## src/common/dscac_pkg.sv

```systemverilog
package dscac_pkg;
	// Debug register byte offsets inside the 4KB window
	localparam logic [11:0] STATUS_OFF  = 12'h088;
	localparam logic [11:0] RUN_OFF     = 12'h090;
	localparam logic [11:0] CACHE_OFF   = 12'h028;
	// Status and control field positions
	localparam int ST_HALTED     = 0;
	localparam int ST_RESTARTED  = 1;
	localparam int ST_METHOD_LO  = 2;
	localparam int ST_PRECISE    = 6;
	localparam int ST_IMPRECISE  = 7;
	localparam int ST_FORCED_ACK = 11;
	// Run control field positions
	localparam int RUN_HALT      = 0;
	localparam int RUN_RESTART   = 1;
	localparam int RUN_CLR_STICKY = 2;
	// Halted cache control field positions and reset value
	localparam int CC_FILL_EVICT = 0;
	localparam int CC_WRITE_BACK = 2;
	localparam logic [2:0] CACHE_RESET = 3'h5;
	// Entry method codes
	localparam logic [3:0] METHOD_DEBUGGER = 4'h0;
	localparam logic [3:0] METHOD_EXTERNAL = 4'h4;
	localparam logic [3:0] METHOD_WATCH    = 4'hA;
	// Controller register byte offsets (AXI4-Lite)
	localparam logic [3:0] CTL_CMD_OFF    = 4'h0;
	localparam logic [3:0] CTL_WDATA_OFF  = 4'h4;
	localparam logic [3:0] CTL_STATUS_OFF = 4'h8;
	localparam logic [3:0] CTL_RDATA_OFF  = 4'hC;
	// Command register field positions
	localparam int CMD_WRITE  = 12;
	localparam int CMD_SOURCE = 13;
	// AXI response codes
	localparam logic [1:0] RESP_OKAY   = 2'h0;
	localparam logic [1:0] RESP_SLVERR = 2'h2;
endpackage

```

## src/common/dscac_apb_if.sv

```systemverilog
`timescale 1ns/1ns
`default_nettype none
interface dscac_apb_if;
	logic        psel;
	logic        penable;
	logic        pwrite;
	logic [11:2] paddr;
	logic        paddr31;
	logic [31:0] pwdata;
	logic [31:0] prdata;
	logic        pready;
	logic        pslverr;
	modport dev (input psel, penable, pwrite, paddr, paddr31, pwdata,
		output prdata, pready, pslverr);
	modport dbg (output psel, penable, pwrite, paddr, paddr31, pwdata,
		input prdata, pready, pslverr);
endinterface
`default_nettype wire

```

## src/dscac_device.sv

```systemverilog
`timescale 1ns/1ns
`default_nettype none
// Operation
// - precise abort halted: sticky flag, fault update
// - imprecise abort halted: sticky flag, no entry
// - imprecise abort while halted is discarded
// - entry barrier abort recorded as pending
// - discarding keeps recorded application abort
// - debugger runs barrier before restart
// - after exit pending abort obeys mask
// - watchpoint wins, imprecise abort kept pending
// - restart from run control or trigger
// - clear restarted, leave, clear halted
// - acknowledge low unless forced bit set
// - resume fetch and set restarted in the same cycle
// - debugger access keeps cache except write hit
// - halted, bit0 zero: no fill or evict
// - alias on bit 12 still evicts
// - hash collision still evicts
// - halted, bit2 zero: write-through
// - halted permits instruction cache invalidates
// - halted branch buffer flush is no-op
// - nonsecure invalidate-all drops both worlds
// - APB slave, waits, errors, bits 11:2
// - master drives source bit 31
// - acknowledge once debug state entered
module dscac_device (
	// Clock, reset, enable
	input  wire logic aclk,
	input  wire logic aresetn,
	input  wire logic ce,
	// Debug register port
	dscac_apb_if.dev  apb,
	// Pins from outside the clock domain
	input  wire logic external_halt_request,
	input  wire logic cross_trigger_restart,
	// Core events
	input  wire logic watchpoint_hit,
	input  wire logic precise_abort,
	input  wire logic imprecise_abort,
	input  wire logic entry_barrier_abort,
	input  wire logic abort_mask,
	// Cache and maintenance requests
	input  wire logic debug_access,
	input  wire logic debug_write,
	input  wire logic cache_hit,
	input  wire logic alias_conflict,
	input  wire logic hash_conflict,
	input  wire logic icache_inval_all,
	input  wire logic icache_inval_line,
	input  wire logic btb_flush,
	input  wire logic privileged,
	input  wire logic nonsecure,
	// Core control
	output logic      halted,
	output logic      halt_acknowledge,
	output logic      resume_fetch,
	output logic      fault_status_update,
	output logic      take_imprecise_abort,
	// Cache control
	output logic      cache_state_hold,
	output logic      suppress_fill_evict,
	output logic      evict_to_l2,
	output logic      force_write_through,
	output logic      icache_inval_do,
	output logic      inval_both_worlds,
	output logic      btb_flush_nop
);
	typedef enum logic [1:0] {S_RUN, S_HALT, S_LEAVE, S_RESUME} dscac_state_t;

	dscac_state_t state_reg;
	logic         ehr_s1_reg;
	logic         ehr_s2_reg;
	logic         ctr_s1_reg;
	logic         ctr_s2_reg;
	logic         wait_reg;
	logic         restarted_reg;
	logic         precise_reg;
	logic         imprecise_reg;
	logic         forced_ack_reg;
	logic [3:0]   method_reg;
	logic [2:0]   cache_reg;
	logic         pending_reg;
	logic [31:0]  prdata_reg;
	logic         slverr_reg;
	logic         acc;
	logic         done;
	logic         sel_status;
	logic         sel_run;
	logic         sel_cache;
	logic         unmapped;
	logic         wr;
	logic         halt_wr;
	logic         restart_wr;
	logic         clr_sticky;
	logic         halt_cause;
	logic         restart_req;
	logic         in_debug;
	logic [31:0]  status_word;

	// Two-flop synchronisers for the pins
	always_ff @(posedge aclk)
	begin
		if (!aresetn)
		begin
			ehr_s1_reg <= 1'b0;
			ehr_s2_reg <= 1'b0;
			ctr_s1_reg <= 1'b0;
			ctr_s2_reg <= 1'b0;
		end
		else if (ce)
		begin
			ehr_s1_reg <= external_halt_request;
			ehr_s2_reg <= ehr_s1_reg;
			ctr_s1_reg <= cross_trigger_restart;
			ctr_s2_reg <= ctr_s1_reg;
		end
	end

	// One wait state in every access phase
	assign acc         = apb.psel & apb.penable;
	assign done        = acc & wait_reg;
	assign apb.pready  = done;
	assign apb.prdata  = prdata_reg;
	assign apb.pslverr = slverr_reg;

	always_ff @(posedge aclk)
	begin
		if (!aresetn)
			wait_reg <= 1'b0;
		else if (ce)
			wait_reg <= acc & !wait_reg;
	end

	always_comb
	begin
		sel_status = 1'b0;
		sel_run    = 1'b0;
		sel_cache  = 1'b0;
		unmapped   = 1'b0;
		if (apb.paddr == dscac_pkg::STATUS_OFF[11:2])
			sel_status = 1'b1;
		else if (apb.paddr == dscac_pkg::RUN_OFF[11:2])
			sel_run = 1'b1;
		else if (apb.paddr == dscac_pkg::CACHE_OFF[11:2])
			sel_cache = 1'b1;
		else
			unmapped = 1'b1;
	end

	assign wr          = done & apb.pwrite & !unmapped;
	assign halt_wr     = wr & sel_run & apb.pwdata[dscac_pkg::RUN_HALT];
	assign restart_wr  = wr & sel_run & apb.pwdata[dscac_pkg::RUN_RESTART];
	assign clr_sticky  = wr & sel_run & apb.pwdata[dscac_pkg::RUN_CLR_STICKY];
	assign halt_cause  = ehr_s2_reg | watchpoint_hit | halt_wr;
	assign restart_req = restart_wr | ctr_s2_reg;
	assign in_debug    = state_reg != S_RUN;

	always_comb
	begin
		status_word = 32'h0000_0000;
		status_word[dscac_pkg::ST_HALTED] = halted;
		status_word[dscac_pkg::ST_RESTARTED] = restarted_reg;
		status_word[dscac_pkg::ST_METHOD_LO +: 4] = method_reg;
		status_word[dscac_pkg::ST_PRECISE] = precise_reg;
		status_word[dscac_pkg::ST_IMPRECISE] = imprecise_reg;
		status_word[dscac_pkg::ST_FORCED_ACK] = forced_ack_reg;
	end

	// Read data and error answer
	always_ff @(posedge aclk)
	begin
		if (!aresetn)
		begin
			prdata_reg <= 32'h0000_0000;
			slverr_reg <= 1'b0;
		end
		else if (ce && acc && !wait_reg)
		begin
			slverr_reg <= unmapped;
			if (sel_status)
				prdata_reg <= status_word;
			else if (sel_cache)
				prdata_reg <= {29'h0000_0000, cache_reg};
			else
				prdata_reg <= 32'h0000_0000;
		end
	end

	// Writable control bits
	always_ff @(posedge aclk)
	begin
		if (!aresetn)
		begin
			forced_ack_reg <= 1'b0;
			cache_reg      <= dscac_pkg::CACHE_RESET;
		end
		else if (ce && wr)
		begin
			if (sel_status)
				forced_ack_reg <= apb.pwdata[dscac_pkg::ST_FORCED_ACK];
			if (sel_cache)
				cache_reg <= apb.pwdata[2:0];
		end
	end

	// Debug state sequencing
	always_ff @(posedge aclk)
	begin
		if (!aresetn)
		begin
			state_reg     <= S_RUN;
			halted        <= 1'b0;
			restarted_reg <= 1'b1;
			method_reg    <= dscac_pkg::METHOD_DEBUGGER;
			resume_fetch  <= 1'b0;
		end
		else if (ce)
		begin
			resume_fetch <= 1'b0;
			case (state_reg)
				S_RUN:
					if (halt_cause)
					begin
						state_reg <= S_HALT;
						halted    <= 1'b1;
						if (watchpoint_hit)
							method_reg <= dscac_pkg::METHOD_WATCH;
						else if (ehr_s2_reg)
							method_reg <= dscac_pkg::METHOD_EXTERNAL;
						else
							method_reg <= dscac_pkg::METHOD_DEBUGGER;
					end
				S_HALT:
					if (restart_req)
					begin
						restarted_reg <= 1'b0;
						state_reg     <= S_LEAVE;
					end
				S_LEAVE:
				begin
					halted    <= 1'b0;
					state_reg <= S_RESUME;
				end
				default:
				begin
					resume_fetch  <= 1'b1;
					restarted_reg <= 1'b1;
					state_reg     <= S_RUN;
				end
			endcase
		end
	end

	// Acknowledge follows entry, drops after halted clears
	always_ff @(posedge aclk)
	begin
		if (!aresetn)
			halt_acknowledge <= 1'b0;
		else if (ce)
		begin
			if (state_reg == S_RUN && halt_cause)
				halt_acknowledge <= 1'b1;
			else if (state_reg == S_RUN || state_reg == S_RESUME)
				halt_acknowledge <= forced_ack_reg;
		end
	end

	// Sticky flags, set wins over clear
	always_ff @(posedge aclk)
	begin
		if (!aresetn)
		begin
			precise_reg   <= 1'b0;
			imprecise_reg <= 1'b0;
		end
		else if (ce)
		begin
			if (in_debug && precise_abort)
				precise_reg <= 1'b1;
			else if (clr_sticky)
				precise_reg <= 1'b0;
			if (in_debug && imprecise_abort)
				imprecise_reg <= 1'b1;
			else if (clr_sticky)
				imprecise_reg <= 1'b0;
		end
	end

	// Recorded imprecise abort and abort outputs
	always_ff @(posedge aclk)
	begin
		if (!aresetn)
		begin
			pending_reg          <= 1'b0;
			take_imprecise_abort <= 1'b0;
			fault_status_update  <= 1'b0;
		end
		else if (ce)
		begin
			take_imprecise_abort <= 1'b0;
			// Same as normal state; no pc or status change halted
			fault_status_update  <= precise_abort;
			if (state_reg == S_RUN)
			begin
				if (halt_cause)
				begin
					if (entry_barrier_abort || imprecise_abort)
						pending_reg <= 1'b1;
				end
				else if ((pending_reg || imprecise_abort) && !abort_mask)
				begin
					take_imprecise_abort <= 1'b1;
					pending_reg          <= 1'b0;
				end
				else if (imprecise_abort)
					pending_reg <= 1'b1;
			end
			// Halted aborts leave pending_reg alone
		end
	end

	// Cache behaviour in debug state
	assign cache_state_hold    = in_debug & debug_access & !(debug_write & cache_hit);
	assign suppress_fill_evict = in_debug & !cache_reg[dscac_pkg::CC_FILL_EVICT];
	assign evict_to_l2         = alias_conflict | hash_conflict;
	assign force_write_through = in_debug & !cache_reg[dscac_pkg::CC_WRITE_BACK];
	assign icache_inval_do     = (icache_inval_all | icache_inval_line)
		& (privileged | in_debug);
	assign inval_both_worlds   = icache_inval_all & nonsecure;
	assign btb_flush_nop       = btb_flush & (privileged | in_debug);
endmodule
`default_nettype wire

```

## src/flat_wrapper.sv

```systemverilog
// flat-port wrapper written by rule: the top's interface ports become plain ports
module dscac_device_flat 
  (aclk, aresetn, ce, external_halt_request, cross_trigger_restart, watchpoint_hit, precise_abort, imprecise_abort, entry_barrier_abort, abort_mask, debug_access, debug_write, cache_hit, alias_conflict, hash_conflict, icache_inval_all, icache_inval_line, btb_flush, privileged, nonsecure, halted, halt_acknowledge, resume_fetch, fault_status_update, take_imprecise_abort, cache_state_hold, suppress_fill_evict, evict_to_l2, force_write_through, icache_inval_do, inval_both_worlds, btb_flush_nop, apb_psel, apb_penable, apb_pwrite, apb_paddr, apb_paddr31, apb_pwdata, apb_prdata, apb_pready, apb_pslverr);
  dscac_apb_if apb_i ();
  input  wire logic aclk;
  input  wire logic aresetn;
  input  wire logic ce;
  input  wire logic external_halt_request;
  input  wire logic cross_trigger_restart;
  input  wire logic watchpoint_hit;
  input  wire logic precise_abort;
  input  wire logic imprecise_abort;
  input  wire logic entry_barrier_abort;
  input  wire logic abort_mask;
  input  wire logic debug_access;
  input  wire logic debug_write;
  input  wire logic cache_hit;
  input  wire logic alias_conflict;
  input  wire logic hash_conflict;
  input  wire logic icache_inval_all;
  input  wire logic icache_inval_line;
  input  wire logic btb_flush;
  input  wire logic privileged;
  input  wire logic nonsecure;
  output logic halted;
  output logic halt_acknowledge;
  output logic resume_fetch;
  output logic fault_status_update;
  output logic take_imprecise_abort;
  output logic cache_state_hold;
  output logic suppress_fill_evict;
  output logic evict_to_l2;
  output logic force_write_through;
  output logic icache_inval_do;
  output logic inval_both_worlds;
  output logic btb_flush_nop;
  input wire logic [$bits(apb_i.psel)-1:0] apb_psel;
  input wire logic [$bits(apb_i.penable)-1:0] apb_penable;
  input wire logic [$bits(apb_i.pwrite)-1:0] apb_pwrite;
  input wire logic [$bits(apb_i.paddr)-1:0] apb_paddr;
  input wire logic [$bits(apb_i.paddr31)-1:0] apb_paddr31;
  input wire logic [$bits(apb_i.pwdata)-1:0] apb_pwdata;
  output wire logic [$bits(apb_i.prdata)-1:0] apb_prdata;
  output wire logic [$bits(apb_i.pready)-1:0] apb_pready;
  output wire logic [$bits(apb_i.pslverr)-1:0] apb_pslverr;
  assign apb_i.psel = apb_psel;
  assign apb_i.penable = apb_penable;
  assign apb_i.pwrite = apb_pwrite;
  assign apb_i.paddr = apb_paddr;
  assign apb_i.paddr31 = apb_paddr31;
  assign apb_i.pwdata = apb_pwdata;
  assign apb_prdata = apb_i.prdata;
  assign apb_pready = apb_i.pready;
  assign apb_pslverr = apb_i.pslverr;
  dscac_device u_core (.aclk(aclk), .aresetn(aresetn), .ce(ce), .apb(apb_i), .external_halt_request(external_halt_request), .cross_trigger_restart(cross_trigger_restart), .watchpoint_hit(watchpoint_hit), .precise_abort(precise_abort), .imprecise_abort(imprecise_abort), .entry_barrier_abort(entry_barrier_abort), .abort_mask(abort_mask), .debug_access(debug_access), .debug_write(debug_write), .cache_hit(cache_hit), .alias_conflict(alias_conflict), .hash_conflict(hash_conflict), .icache_inval_all(icache_inval_all), .icache_inval_line(icache_inval_line), .btb_flush(btb_flush), .privileged(privileged), .nonsecure(nonsecure), .halted(halted), .halt_acknowledge(halt_acknowledge), .resume_fetch(resume_fetch), .fault_status_update(fault_status_update), .take_imprecise_abort(take_imprecise_abort), .cache_state_hold(cache_state_hold), .suppress_fill_evict(suppress_fill_evict), .evict_to_l2(evict_to_l2), .force_write_through(force_write_through), .icache_inval_do(icache_inval_do), .inval_both_worlds(inval_both_worlds), .btb_flush_nop(btb_flush_nop));
endmodule
```

## config.mk

```make
export PLATFORM = sky130hd
export DESIGN_NAME = dscac_device_flat
export DESIGN_NICKNAME = d
export VERILOG_FILES = /design/src/common/dscac_pkg.sv /design/src/common/dscac_apb_if.sv /design/src/dscac_device.sv /design/src/flat_wrapper.sv
export SDC_FILE = /design/constraint.sdc
export NUM_CORES = 1
export LEC_CHECK = 0
export BUFFER_PORTS_ARGS = -buffer_cell sky130_fd_sc_hd__buf_2
export CAP_MARGIN = 10
export CORE_UTILIZATION = 38
export DETAILED_ROUTE_END_ITERATION = 7
export PLACE_DENSITY = 0.73
export SETUP_SLACK_MARGIN = 0.3
export SYNTH_ARGS = -nofsm -noshare
export SYNTH_HDL_FRONTEND = slang
export SYNTH_SLANG_ARGS = --single-unit
```

## constraint.sdc

```tcl
create_clock -name aclk -period 1.6 [get_ports aclk]
set_input_delay 0.16 -clock aclk [delete_from_list [all_inputs] [get_ports aclk]]
set_output_delay 0.16 -clock aclk [all_outputs]
set_load 0.01 [all_outputs]
```

==> run metrics <==
status=complete, no violations; EDFF count, synth=0; Via density=4.96; max frequency=709 MHz; Clock Skew=4.38 ps; die footprint=4760 um^2; Hold Path Class=input port to register; count of pins over their slew limit=0; Largest register FFs=8; final setup violation count=0; Buf+Inv Stages, Crit Path=1; Die Wd=69.0 um; Final Util=58.5%; critical path's largest stage delay=390 ps; ANT nets after route=0; Ys Warns=0; Mean Syn Cell Area=8.48 um^2; Leak=1.11 nW; worst path required time=1780 ps; Data arrival, critical path=1590 ps; cells after synthesis=201; Storage cell area=626 um^2; unique cell type count in the Yosys netlist=43; Area contributors post-synth=dfxtp_1, buf_4, mux2i_1, nor2_1, nand2_1; Syn Std Cell Area=1700 um^2; M2 GR Usage=30.1%; DRT iter0 DRCs=49; via count=1637; antenna fix cells=0; finished layout cell area=2420 um^2; post-synth top area cell=dfxtp_1; post-synth top area share=36.4%; Multi-input gate area=1120 um^2; num ports=112; DRT Pass-1 Iters=4; # hold bufs at CTS=0; CP Capture Type=register; total grt overflow=0; antenna violations before repair=0; largest net degree at the start of global routing=20; Synth Flop Type=dfxtp_1; top-count cell post-synth=dfxtp_1; total track usage=18.3%; vias in the first global route=1363; minimum clock period=1410 ps; first-pass GRT wire length=6270 um; critical path's slowest cell=or3_4; minimum hold slack=107 ps; number of synthesized register bits=31; DRC=0; met1 Use GR=22.6%; crit-path cells=buf_6 > or3_4 > nor4_4 > a32oi_2 > nor3_2 > mux2_4; max-cap violation count=0; row count=23; # clock sinks=31; Routed WL=4200 um; Die Span Y=69.0 um; worst skew pair latency=290 ps; Post-synth ARST share=0%; P&R area growth vs syn=42.3%; fraction of layout cells with a size suffix above 1=45.0%; crit path max fanout=2; Core ar.=4140 um^2; Initial Util=41.1%; Clk pin slew, worst setup/hold paths=60 ps; Sum Neg Setup Slack=0 ps; Power Density=842 nW/um^2; period utilization=88.2%; Fill cells=374; H-tree Lvls=2; CTS tree=built; VDD IR max=0.000644 V; detailed placement HPWL=2970 um; clk buf depth=2; met3 Use GR=6.09%; final hold vios=0; Wirelength per Cell=12.7 um; nets=349; CTS Buf Count=5; root buffer cell=clkbuf_8; RSZ-0062 raised after global routing=yes; Final GP Congestion=0.818; I/O Buffers=59; Synth top cells by count=dfxtp_1, nor2_1, buf_4, nand2_1; global routing's busiest layer=met2; startpoint types=input port; sequential element share of the synthesized area=36.4%; kind of critical path=input port to register; dpl cell area=2070 um^2; Top Family by Delay on Critical Path=simple AND/OR/NAND/NOR gates
## per-stage QoR
stage / std cells / setup WS [ps] / total power [mW]
CTS: 328 / 218 / 2.02
global route: 330 / 127 / 2.14
global placement: 313 / -92.1 / 1.22
floorplan: 223 / -7.44 / 1.12
finish: 330 / 189 / 2.04
detailed placement: 313 / -111 / 1.22
## report_power, final
group,total [mW],switching [mW],internal [mW]
registers,0.838,0.0274,0.810
logic,0.519,0.268,0.251
clock network,0.686,0.294,0.392
total,2.04,0.589,1.45
## area by class of cell
class | instances | area share [%]
sequential | 31 | 25.8
tap | 50 | 2.58
timing repair buffer | 79 | 20.4
multi-input combinational | 156 | 46.1
inverter | 6 | 0.929
clock buffer | 8 | 4.13
## tightest hold or removal path, stage by stage
cell	delay, ps
buf_2	80
mux2i_1	50
nor2_1	70
## routing by layer
metal,up-vias,wire (um)
met4,0,51
met3,7,327
met1,756,1780
met5,-,0
li1,803,-
met2,71,2040
## kinds of logic (layout without fill, tap and decap cells)
group           Yosys count  count (layout)  share of synthesized area [%]
fa+ha+maj                 4               4                           2.94
compound gates           35              35                           13.3
other cells               1              23                          0.220
simple gates             82              82                           26.8
buf+inv                  36              93                           13.2
mux                      12              12                           7.12
flops                    31              31                           36.4
## worst paths after layout
kind                                   start                         end  slack (ps)  depth (start not counted)
setup / recovery                apb_paddr[0]        u_core.restarted_reg         190                          6
hold / removal         external_halt_request           u_core.ehr_s1_reg         110                          3
setup reg to reg         u_core.state_reg[0]        u_core.restarted_reg         220                          6
hold reg to reg   u_core.fault_status_update  u_core.fault_status_update         470                          2
## layout by cell type (no fill, tap or decap), types with 2 or more instances in the layout
cell type / n
a21oi_2: 3
buf_4: 15
nor3b_4: 2
dfxtp_1: 27
nand3b_1: 2
conb_1: 23
inv_1: 3
or3_4: 2
buf_2: 54
mux2i_1: 11
clkbuf_8: 7
nor3_1: 2
a22oi_1: 7
nand2b_1: 8
nand3_4: 2
o21ai_1: 2
o21ai_0: 3
nor2_1: 21
and2_1: 4
nor2_4: 5
ha_2: 2
buf_6: 10
inv_2: 3
a21oi_1: 8
nand2_1: 16
dfxtp_2: 4
## repair_timing
action | CTS | global route
setup buffers | 7 | 2
setup endpoints to repair | 19 | 26
gates resized for setup | 29 | 21
pin swaps | 6 | 8
hold endpoints to repair | 0 | 0
No activity file was read; power rests on OpenSTA's default activity.
